<file path="src/common/rss_params.svh">
/*
 constants for the regulator start-up sequencer: timing counts and reset values.
 assumes a 100 MHz system clock.
*/
`ifndef RSS_PARAMS_SVH
`define RSS_PARAMS_SVH
`define RSS_CLK_HZ 100000000
`define RSS_CHG_MOD_HZ 35000
// half period of the status modulation, rounded down so the rate is never slower
`define RSS_CHG_HALF_CYC (`RSS_CLK_HZ / (2 * `RSS_CHG_MOD_HZ))
`define RSS_CHG_PERIOD_CYC (2 * `RSS_CHG_HALF_CYC)
`define RSS_DUTY_LOW_CYC (`RSS_CHG_PERIOD_CYC / 8)
`define RSS_DUTY_HIGH_CYC ((`RSS_CHG_PERIOD_CYC * 7) / 8)
`define RSS_SETPOINT_RST 4'h0
`define RSS_SLOW_DEFAULT 4096
`endif

</file>
<file path="src/common/rss_pkg.sv">
/*
 types shared by the regulator start-up sequencer.
 assumes the constants header is included by the design file.
*/
package rss_pkg;
    typedef enum logic [1:0] {RSS_CHG_ON, RSS_CHG_OFF, RSS_CHG_BADBAT, RSS_CHG_TEMP} rss_chg_t;
    typedef enum logic [1:0] {RSS_SEQ_GND, RSS_SEQ_HIGH, RSS_SEQ_FLOAT} rss_seqsel_t;
    typedef struct packed {
        logic buck1;
        logic buck2;
        logic buckboost;
    } rss_regs_t;
endpackage : rss_pkg

</file>
<file path="src/verilog/rss_sequencer.sv">
/*
 regulator start-up sequencer: ordered enable of three regulators, host override,
 all-power-good open-drain output, set-point codes and charge status modulation.
 assumes the serial-port decoder delivers host commands as same-clock levels and
 that settled flags, thermistor and battery flags come from analog comparators.
*/
// Operation
// - enable-all high turns on all three regulators one after another in selected order
// - select ground: b1,b2,bb; high: b1,bb,b2; floating: bb,b1,b2
// - host may enable or disable each regulator separately over the serial port; ored with sequence enables, host cannot turn off a sequenced one
// - release all-power-good only when every enabled regulator has settled
// - regulators one and three take a 16-step set-point code from host
// - four charger states: on held low, off released, bad battery and thermal pause shown by 35kHz toggling at low or high duty
// - thermistor out of window pauses charging, resumes when back inside
`timescale 1ns/1ps
`include "rss_params.svh"

module rss_sequencer
    import rss_pkg::*;
(
    // clock and reset
    input wire logic clk,
    input wire logic reset_n,
    // start-up pins, raw from outside
    input wire logic enable_all_input,
    input wire logic seq_tied_high,
    input wire logic seq_floating,
    // host commands from the serial-port decoder
    input wire rss_regs_t host_enable,
    input wire logic [3:0] host_setpoint1,
    input wire logic [3:0] host_setpoint3,
    input wire logic host_setpoint_load,
    // analog status, raw
    input wire rss_regs_t settled_in,
    input wire logic thermistor_input,
    input wire logic charger_active,
    input wire logic battery_bad,
    // regulator controls
    output rss_regs_t reg_enable,
    output logic [3:0] buck1_feedback,
    output logic [3:0] buckboost_feedback,
    output logic charge_pause,
    // open-drain outputs: oe high pulls the pin low
    output logic all_power_good_oe,
    output logic charge_status_out_oe
);
    // ------------------------------------------------------------
    // input synchronisers
    // ------------------------------------------------------------
    localparam int NSYNC = 8;
    logic [NSYNC-1:0] raw_in;
    logic [NSYNC-1:0] sync1_r;
    logic [NSYNC-1:0] sync2_r;
    assign raw_in = {enable_all_input, seq_tied_high, seq_floating, settled_in,
                     thermistor_input, battery_bad};
    always_ff @(posedge clk) begin
        if (!reset_n) begin
            sync1_r <= '0;
            sync2_r <= '0;
        end else begin
            sync1_r <= raw_in;
            sync2_r <= sync1_r;
        end
    end
    logic en_all_s;
    logic seq_high_s;
    logic seq_float_s;
    rss_regs_t settled_s;
    logic temp_ok_s;
    logic bat_bad_s;
    assign {en_all_s, seq_high_s, seq_float_s, settled_s, temp_ok_s, bat_bad_s} = sync2_r;

    // ------------------------------------------------------------
    // start-up order
    // ------------------------------------------------------------
    rss_seqsel_t seqsel;
    assign seqsel = seq_float_s ? RSS_SEQ_FLOAT : (seq_high_s ? RSS_SEQ_HIGH : RSS_SEQ_GND);

    // one-hot regulator for step 0..2 of the chosen order
    function automatic rss_regs_t step_reg(input rss_seqsel_t sel, input logic [1:0] step);
        rss_regs_t r;
        r = '0;
        unique case (sel)
            RSS_SEQ_GND: r = (step == 2'd0) ? 3'b100 : (step == 2'd1) ? 3'b010 : 3'b001;
            RSS_SEQ_HIGH: r = (step == 2'd0) ? 3'b100 : (step == 2'd1) ? 3'b001 : 3'b010;
            RSS_SEQ_FLOAT: r = (step == 2'd0) ? 3'b001 : (step == 2'd1) ? 3'b100 : 3'b010;
            default: r = '0;
        endcase
        return r;
    endfunction : step_reg

    typedef enum logic [1:0] {RSS_IDLE, RSS_RAMP, RSS_DONE} rss_state_t;
    rss_state_t state_r;
    rss_state_t state_nxt;
    logic [1:0] step_r;
    logic [1:0] step_nxt;
    rss_regs_t seq_en_r;
    rss_regs_t seq_en_nxt;
    rss_seqsel_t order_r;
    rss_regs_t cur_reg;
    logic cur_settled;
    assign cur_reg = step_reg(order_r, step_r);
    assign cur_settled = |(cur_reg & settled_s);

    always_comb begin
        state_nxt = state_r;
        step_nxt = step_r;
        seq_en_nxt = seq_en_r;
        unique case (state_r)
            RSS_IDLE: begin
                if (en_all_s) begin
                    state_nxt = RSS_RAMP;
                    step_nxt = 2'd0;
                    seq_en_nxt = step_reg(seqsel, 2'd0);
                end
            end
            RSS_RAMP: begin
                if (!en_all_s) begin
                    state_nxt = RSS_IDLE;
                    seq_en_nxt = '0;
                end else if (cur_settled) begin
                    if (step_r == 2'd2) begin
                        state_nxt = RSS_DONE;
                    end else begin
                        step_nxt = step_r + 2'd1;
                        seq_en_nxt = seq_en_r | step_reg(order_r, step_r + 2'd1);
                    end
                end
            end
            RSS_DONE: begin
                if (!en_all_s) begin
                    state_nxt = RSS_IDLE;
                    seq_en_nxt = '0;
                end
            end
        endcase
    end

    always_ff @(posedge clk) begin
        if (!reset_n) begin
            state_r <= RSS_IDLE;
            step_r <= 2'd0;
            seq_en_r <= '0;
            order_r <= RSS_SEQ_GND;
        end else begin
            state_r <= state_nxt;
            step_r <= step_nxt;
            seq_en_r <= seq_en_nxt;
            // order is frozen at the start so a moving select cannot skip a regulator
            if (state_r == RSS_IDLE) begin
                order_r <= seqsel;
            end
        end
    end

    // host enables are ored in: either path may turn a regulator on
    rss_regs_t enable_nxt;
    assign enable_nxt = seq_en_r | host_enable;
    always_ff @(posedge clk) begin
        if (!reset_n) begin
            reg_enable <= '0;
        end else begin
            reg_enable <= enable_nxt;
        end
    end

    // ------------------------------------------------------------
    // all power good
    // ------------------------------------------------------------
    // judged on the enables about to be applied, so a newly enabled regulator holds it low
    logic pg_nxt;
    assign pg_nxt = ((enable_nxt & ~settled_s) == 3'b000);
    always_ff @(posedge clk) begin
        if (!reset_n) begin
            all_power_good_oe <= 1'b1;
        end else begin
            all_power_good_oe <= !pg_nxt;
        end
    end

    // ------------------------------------------------------------
    // set-points
    // ------------------------------------------------------------
    always_ff @(posedge clk) begin
        if (!reset_n) begin
            buck1_feedback <= `RSS_SETPOINT_RST;
            buckboost_feedback <= `RSS_SETPOINT_RST;
        end else if (host_setpoint_load) begin
            buck1_feedback <= host_setpoint1;
            buckboost_feedback <= host_setpoint3;
        end
    end

    // ------------------------------------------------------------
    // charger status and thermal pause
    // ------------------------------------------------------------
    always_ff @(posedge clk) begin
        if (!reset_n) begin
            charge_pause <= 1'b0;
        end else begin
            charge_pause <= !temp_ok_s;
        end
    end

    rss_chg_t chg_state;
    assign chg_state = charge_pause ? RSS_CHG_TEMP :
                       bat_bad_s ? RSS_CHG_BADBAT :
                       charger_active ? RSS_CHG_ON : RSS_CHG_OFF;

    localparam logic [11:0] PERIOD = 12'(`RSS_CHG_PERIOD_CYC);
    localparam logic [11:0] DUTY_LO = 12'(`RSS_DUTY_LOW_CYC);
    localparam logic [11:0] DUTY_HI = 12'(`RSS_DUTY_HIGH_CYC);
    // slow alternation between duty levels so the bad-state codes are visible
    localparam logic [23:0] SLOW = 24'(`RSS_SLOW_DEFAULT);
    logic [11:0] mod_cnt_r;
    logic [23:0] slow_cnt_r;
    logic slow_ph_r;
    logic mod_wrap;
    assign mod_wrap = (mod_cnt_r == PERIOD - 12'd1);
    always_ff @(posedge clk) begin
        if (!reset_n) begin
            mod_cnt_r <= 12'd0;
            slow_cnt_r <= 24'd0;
            slow_ph_r <= 1'b0;
        end else begin
            mod_cnt_r <= mod_wrap ? 12'd0 : mod_cnt_r + 12'd1;
            if (mod_wrap) begin
                slow_cnt_r <= (slow_cnt_r == SLOW - 24'd1) ? 24'd0 : slow_cnt_r + 24'd1;
                if (slow_cnt_r == SLOW - 24'd1) begin
                    slow_ph_r <= !slow_ph_r;
                end
            end
        end
    end

    logic [11:0] duty;
    logic chg_low;
    always_comb begin
        duty = DUTY_LO;
        chg_low = 1'b0;
        unique case (chg_state)
            RSS_CHG_ON: chg_low = 1'b1;
            RSS_CHG_OFF: chg_low = 1'b0;
            RSS_CHG_BADBAT: begin
                duty = slow_ph_r ? DUTY_HI : DUTY_LO;
                chg_low = (mod_cnt_r < duty);
            end
            RSS_CHG_TEMP: begin
                duty = slow_ph_r ? DUTY_LO : DUTY_HI;
                chg_low = (mod_cnt_r < duty);
            end
        endcase
    end
    always_ff @(posedge clk) begin
        if (!reset_n) begin
            charge_status_out_oe <= 1'b0;
        end else begin
            charge_status_out_oe <= chg_low;
        end
    end

    // ------------------------------------------------------------
    // checks
    // ------------------------------------------------------------
    a_pg_release: assert property (@(posedge clk) disable iff (!reset_n)
        !all_power_good_oe |-> ((reg_enable & ~$past(settled_s)) == 3'b000))
        else $error("power good released with an unsettled regulator");
    a_seq_wait: assert property (@(posedge clk) disable iff (!reset_n)
        (state_r == RSS_RAMP && en_all_s && !cur_settled) |=> seq_en_r == $past(seq_en_r))
        else $error("next regulator enabled before previous settled");
    a_seq_first: assert property (@(posedge clk) disable iff (!reset_n)
        (state_r == RSS_IDLE && en_all_s && seqsel == RSS_SEQ_FLOAT) |=> seq_en_r == 3'b001)
        else $error("floating select did not start with buck-boost");
    a_seq_all: assert property (@(posedge clk) disable iff (!reset_n)
        (state_r == RSS_DONE) |-> seq_en_r == 3'b111)
        else $error("sequence done without all regulators on");
    a_host_on: assert property (@(posedge clk) disable iff (!reset_n)
        host_enable.buck2 |=> reg_enable.buck2)
        else $error("host enable not applied");
    a_setpt_load: assert property (@(posedge clk) disable iff (!reset_n)
        host_setpoint_load |=> buck1_feedback == $past(host_setpoint1))
        else $error("set-point code not taken");
    a_temp_pause: assert property (@(posedge clk) disable iff (!reset_n)
        !temp_ok_s [*2] |-> charge_pause)
        else $error("charging not paused out of window");
    a_mod_period: assert property (@(posedge clk) disable iff (!reset_n)
        mod_wrap |=> mod_cnt_r == 12'd0 ##1 mod_cnt_r == 12'd1)
        else $error("modulation counter wrap wrong");
endmodule : rss_sequencer

</file>
<file path="config.mk">
export PLATFORM = sky130hd
export DESIGN_NAME = rss_sequencer
export DESIGN_NICKNAME = d
export VERILOG_FILES = /design/src/common/rss_pkg.sv /design/src/verilog/rss_sequencer.sv
export VERILOG_INCLUDE_DIRS = /design/src /design/src/common
export SDC_FILE = /design/constraint.sdc
export NUM_CORES = 1
export LEC_CHECK = 0
export BUFFER_PORTS_ARGS = -buffer_cell sky130_fd_sc_hd__buf_2
export CAP_MARGIN = 10
export CELL_PAD_IN_SITES_DETAIL_PLACEMENT = 0
export CELL_PAD_IN_SITES_GLOBAL_PLACEMENT = 1
export CORE_ASPECT_RATIO = 0.8
export CORE_MARGIN = 1.5
export CORE_UTILIZATION = 35
export CTS_BUF_LIST = sky130_fd_sc_hd__clkbuf_8
export CTS_CLUSTER_DIAMETER = 40
export DETAILED_ROUTE_END_ITERATION = 16
export GPL_TIMING_DRIVEN = 0
export PLACE_DENSITY = 0.71
export SLEW_MARGIN = 5
export SYNTH_ARGS = -nofsm -noshare
export SYNTH_HDL_FRONTEND = slang
export SYNTH_SLANG_ARGS = --single-unit
export TNS_END_PERCENT = 20
</file>
<file path="constraint.sdc">
create_clock -name clk -period 4 [get_ports clk]
set_clock_uncertainty 0.2 [all_clocks]
set_input_delay 0.4 -clock clk [delete_from_list [all_inputs] [get_ports clk]]
set_output_delay 0.4 -clock clk [all_outputs]
set_load 0.03 [all_outputs]
</file>
# After elaboration in Yosys (flattened, before gate mapping)

Index checks and enable logic that the tools add are counted.

Output and inout port bits: 14
Logic and storage cells: 115
Register bits: 76
Bits of input ports: 23

Equal/unequal tests: 22
Bitwise operators: 6
Muxes and demuxes: 45
Magnitude comparators: 2
$add $sub $neg: 3
Reductions and logical operators: 18

Operator list:

| operator                                                           | number |
|---|---|
| 3-bit two-way mux                                                  | 17 |
| 2-bit two-way mux                                                  | 16 |
| 3-bit case mux with 3 select lines                                 | 3 |
| 24-bit by 1-bit adder with 24-bit output (second input constant)   | 1 |
| 24-bit by 12-bit == test with 1-bit output (second input constant) | 1 |
| 12-bit < comparator                                                | 2 |
| 12-bit two-way mux                                                 | 2 |
| 24-bit two-way mux                                                 | 1 |
| 12-bit by 1-bit adder with 12-bit output (second input constant)   | 1 |
| 12-bit == test (second input constant)                             | 1 |
| 2-bit by 1-bit == test with 1-bit output (second input constant)   | 6 |
| 2-bit == test (second input constant)                              | 6 |
| 2-bit logical NOT                                                  | 6 |
| 2-bit != test (second input constant)                              | 5 |
| 3-bit != test (second input constant)                              | 3 |
| 4-bit AND reduction                                                | 2 |
| 3-bit AND                                                          | 2 |
| 3-bit OR                                                           | 2 |
| 2-bit case mux with 3 select lines                                 | 1 |
| 3-bit case mux with 2 select lines                                 | 1 |
| 5-bit AND reduction                                                | 1 |
| 1-bit case mux with 4 select lines                                 | 1 |
| 2-bit case mux with 2 select lines                                 | 1 |
| 2-bit OR reduction                                                 | 2 |
| other kinds (9)                                                    | 12 |

# Longest topological paths before layout

Depth in word-level cells: 14
Gate-level depth with buffers: 7
Mapped depth without buffers: 7

# Worst setup path before layout

Ideal clock, no wire load.

Path kind: reg-to-reg
Start: register mod_cnt_r[10]
End: register slow_cnt_r[13]
Clock period less this slack: 2192 ps
Slack: 1808 ps
Setup time: 117 ps
Data arrival time: 1875 ps
Stages on the path, launching flop included: 7
Path buffers: 1
Required time: 3683 ps
Path through: dfxtp_1 or4b_4 or3_4 buf_6 nor4_1 xnor2_1 nor2_1

Cells in the longest elaborated chain, start to end: 1

Ends and longest elaborated chain:

| what                     | line                 | text |
|---|---|---|
| start: declaration       | rss_sequencer.sv:215 | `logic [11:0] mod_cnt_r;` |
| start signal: assignment | rss_sequencer.sv:226 | `mod_cnt_r <= mod_wrap ? 12'd0 : mod_cnt_r + 12'd1;` |
| 12-bit == test           | rss_sequencer.sv:219 | `assign mod_wrap = (mod_cnt_r == PERIOD - 12'd1);` |
| end signal: assignment   | rss_sequencer.sv:228 | `slow_cnt_r <= (slow_cnt_r == SLOW - 24'd1) ? 24'd0 : slow_cnt_r + 24'd1;` |
| end: declaration         | rss_sequencer.sv:216 | `logic [23:0] slow_cnt_r;` |

Every way passes these cells.
A chain may end at the register's enable or synchronous reset.

# Worst setup path in the final report

Start: register step_r[1]
End: register seq_en_r[2] (netlist bit)

Cells in the longest elaborated chain, start to end: 14
Elaborated cells between the ends (all ways): 32
Classes of those cells: add/sub: 1; eq/ne: 5; mux: 20; bitwise: 2; reduce/logical: 4

Ends and longest elaborated chain:

| what                                     | line                 | text |
|---|---|---|
| start: declaration                       | rss_sequencer.sv:95  | `logic [1:0] step_r;` |
| start signal: assignment                 | rss_sequencer.sv:147 | `step_r <= step_nxt;` |
| 2-bit by 1-bit adder with 2-bit output   | rss_sequencer.sv:126 | `seq_en_nxt = seq_en_r \| step_reg(order_r, step_r + 2'd1);` |
| 2-bit by 1-bit == test with 1-bit output | rss_sequencer.sv:86  | `RSS_SEQ_FLOAT: r = (step == 2'd0) ? 3'b001 : (step == 2'd1) ? 3'b100 : 3'b010;` |
| 3-bit two-way mux (2 in a row)           | rss_sequencer.sv:86  |  |
| 3-bit case mux with 3 select lines       | rss_sequencer.sv:83  | `unique case (sel)` |
| 3-bit two-way mux                        | rss_sequencer.sv:122 | `if (step_r == 2'd2) begin` |
| 3-bit two-way mux                        | rss_sequencer.sv:121 | `end else if (cur_settled) begin` |
| 3-bit two-way mux                        | rss_sequencer.sv:118 | `if (!en_all_s) begin` |
| 3-bit two-way mux                        | rss_sequencer.sv:109 | `unique case (state_r)` |
| 3-bit OR                                 | rss_sequencer.sv:126 |  |
| 3-bit two-way mux                        | rss_sequencer.sv:122 |  |
| 3-bit two-way mux                        | rss_sequencer.sv:121 |  |
| 3-bit two-way mux                        | rss_sequencer.sv:118 |  |
| 3-bit case mux with 3 select lines       | rss_sequencer.sv:109 |  |
| end signal: assignment                   | rss_sequencer.sv:148 | `seq_en_r <= seq_en_nxt;` |
| end: declaration                         | rss_sequencer.sv:97  | `rss_regs_t seq_en_r;` |

Several ways; a longest one is shown, not always the timed one. The select of a mux whose other input is x is not followed.

==> impl_metrics.json <==
{
  "status": "completed",
  "antenna_found_initial": 0,
  "wire_per_inst_microns": 13.2,
  "htreeDepth": 3,
  "cts_made_buffers": 9,
  "maxSlewViolCount": 0,
  "p_per_area_nw_per_um2": 385,
  "clkSinkCount": 76,
  "grt_pass1_vias": 2568,
  "firstDrtPassIters": 4,
  "cts_setup_buffers": 0,
  "clockBufferDepth": 2,
  "syn_area_per_cell_sq_um": 9.11,
  "vias": 2800,
  "initial_core_util_pct": 36.4,
  "ys.flop_type": "dfxtp_1",
  "crit_type": "flop to flop",
  "cp_max_fo": 6,
  "top_level_ports": 37,
  "synth_edf_count": 0,
  "r2r_setup_slack_ps": 1490,
  "worst_pin_slew_ps": 728,
  "max_slew_margin_pct": 51.0,
  "required_ps": 4100,
  "drv_cap": 0,
  "worstReg2RegStart": "step_r[1]",
  "die_y_microns": 93.1,
  "vdd_drop_max_uv": 251,
  "grt_pass1_wl_microns": 12600,
  "port_buffers": 34,
  "post_cts_resized": 0,
  "layout.nets": 478,
  "finalSetupViolCount": 0,
  "ys_warn_count": 0,
  "fillers": 1014,
  "path_clk_slew_ps": 70,
  "ctsHoldBuffers": 0,
  "syn_area_sq_um": 3550,
  "cts_tree": "yes",
  "seqCellArea_sq_um": 1520,
  "routed_via_density": 4.86,
  "hold_viol": 0,
  "min_path_type": "input pin to flop",
  "drc": 0,
  "rsz0062_at_grt": "no",
  "ant_nets": 0,
  "die-width_microns": 116,
  "drtIter0Drc": 147,
  "n_antenna_cell": 0,
  "fin_crit_sh_pct": 62.8,
  "hold_ws_ps": 37.2,
  "reg2reg_depth": 7,
  "design.die.area_sq_um": 10800,
  "whs_endpoint": "sync1_r[7]",
  "whs_path_depth": 2,
  "worstSetupStartpointType": "flop",
  "clockRootBuffer": "clkbuf_8",
  "worstReg2RegEnd": "seq_en_r[2]",
  "rows": 32,
  "period_needed_ps": 2510,
  "worstSetupEndpointType": "flop",
  "ys_async_sr_fraction_pct": 0,
  "timing.fmax_mhz": 398,
  "synth_cells": 390,
  "multi_input_comb_area_sq_um": 1930,
  "clock_latency_ps": 370,
  "grt_use_total_pct": 15.4,
  "post-dp-hpwl_microns": 5460,
  "syn2layout_area_growth_pct": 15.8,
  "yosysUniqueCellTypes": 46,
  "layout-drive-gt1-share_pct": 13.4,
  "grt_max_degree": 13,
  "arrival_ps": 2610,
  "synth_nets": 433,
  "p_leak_nw": 1.67,
  "setup_tns_ps": 0,
  "core_sq_um": 9770,
  "routed_wl_microns": 7630,
  "seq_area_frac_synth_pct": 42.8,
  "gp_congestion": 0.816,
  "hold_start": "enable_all_input",
  "synth_seq_cells": 76,
  "gr-total-overflow": 0
}
-- critical path, cell delays in order (launching register included) --
cell      delay, ps
dfxtp_1         390
inv_1            90
ha_1            200
nor2b_1         160
o311ai_0        450
nand3_1         340
a31oi_1         390
mux2i_1         220
-- report_power, final --
| group | leakage [nW] | switching, mW | internal, mW | total [mW] |
|---|---|---|---|---|
| registers | 0.620 | 0.0158 | 0.783 | 0.798 |
| clock network | 0.112 | 0.284 | 0.355 | 0.639 |
| logic | 0.937 | 0.0883 | 0.0586 | 0.147 |
| total | 1.67 | 0.388 | 1.20 | 1.58 |
-- worst max-delay path by stage --
stage | end | slack (ps) | startpoint | depth (start not counted)
final | seq_en_r[2] | 1490 | step_r[1] | 7
after CTS | seq_en_r[2] | 1510 | step_r[1] | 7
after floorplan | slow_cnt_r[13] | 1810 | mod_cnt_r[10] | 6
after global placement | seq_en_r[2] | 1570 | step_r[0] | 7
after global routing | seq_en_r[2] | 1310 | step_r[1] | 7
after detailed placement | seq_en_r[2] | 1540 | step_r[1] | 7
-- layer usage --
metal | vias to the layer above | wire length [microns] | global-route usage [%]
met5 | - | 0 | 0
met4 | 0 | 95 | 5.18
met3 | 9 | 460 | 5.25
met2 | 61 | 3020 | 21.2
met1 | 1286 | 4050 | 22.2
li1 | 1444 | - | -
-- cell usage after synthesis (all sizes together), types with 3 or more instances --
master  number  area (sq um)
nand2       22          82.6
xor2        16           140
dfxtp       76          1520
nor2b       21           131
nand4       12          75.1
nor2        40           150
and4         3          26.3
and2        25           156
ha          20           250
buf          3          21.3
o21ai        8          40.0
nor4        10          62.6
nand3       21           105
mux2i       13           130
nor3         7          40.0
clkbuf      11          41.3
xnor2       16           140
a21oi       12          60.1
or2          3          18.8
inv         11          41.3
and3         8          50.1
-- cell families (layout without fill, tap and decap cells) --
family                   count (synthesis)  count (layout)  synth area share [%]
AND/OR/NAND/NOR                        181             181                  27.5
flip-flops                              76              76                  42.8
AO/OA/AOI/OAI                           43              43                  8.13
XOR/XNOR                                32              32                  7.89
buffers and inverters                   25              75                  2.92
adder cells (fa/ha/maj)                 20              20                  7.04
multiplexers                            13              13                  3.66
-- through the flow --
step	setup slack [ps]	utilization, %	power [mW]	std cells	instance area (sq um)
6_report	1490	42.1	1.58	576	4120
3_3_place_gp	1570	39.9	0.963	560	3890
2_1_floorplan	1810	-	0.918	390	3550
5_1_grt	1310	42.1	1.66	576	4120
3_5_place_dp	1540	39.9	0.963	560	3890
4_1_cts	1510	42.1	1.61	576	4120
-- layout by cell type, fill, tap and decap left out, types with 2 or more instances in the layout --
master    instances
dfxtp_1          76
nor2_1           40
buf_2            36
and2_1           25
nand2_1          22
nand3_1          21
nor2b_1          21
ha_1             20
xnor2_1          16
xor2_1           16
mux2i_1          13
clkbuf_8         13
nand4_1          12
a21oi_1          12
inv_1            11
clkbuf_1         11
nor4_1           10
and3_1            8
o21ai_0           8
nor3_1            6
and4_1            3
or2_2             3
nand2b_1          2
o22ai_1           2
nor3b_1           2
o31ai_1           2
o311ai_0          2
o211ai_1          2
a31oi_1           2
o41ai_1           2
a32o_1            2
-- layout make-up --
class / instances / area share, %
plain buffers: 14 / 1.52
clock buffers: 13 / 4.35
clock inverters: 3 / 1.03
inverters: 11 / 1.00
multi-input cells: 289 / 46.9
flip-flops and latches: 76 / 37.0
well taps: 136 / 4.13
repair buffers: 34 / 4.13
-- sequential cells by signal, indices dropped and copies added, names as in the netlist, 2 cells and up --
name and flops:
sync2_r 8, slow_cnt_r 24, reg_enable 3, state_r 2, sync1_r 8, buck1_feedback 4, seq_en_r 3, step_r 2
mod_cnt_r 12, order_r 2, buckboost_feedback 4
Power figures use the tool's default switching activity.
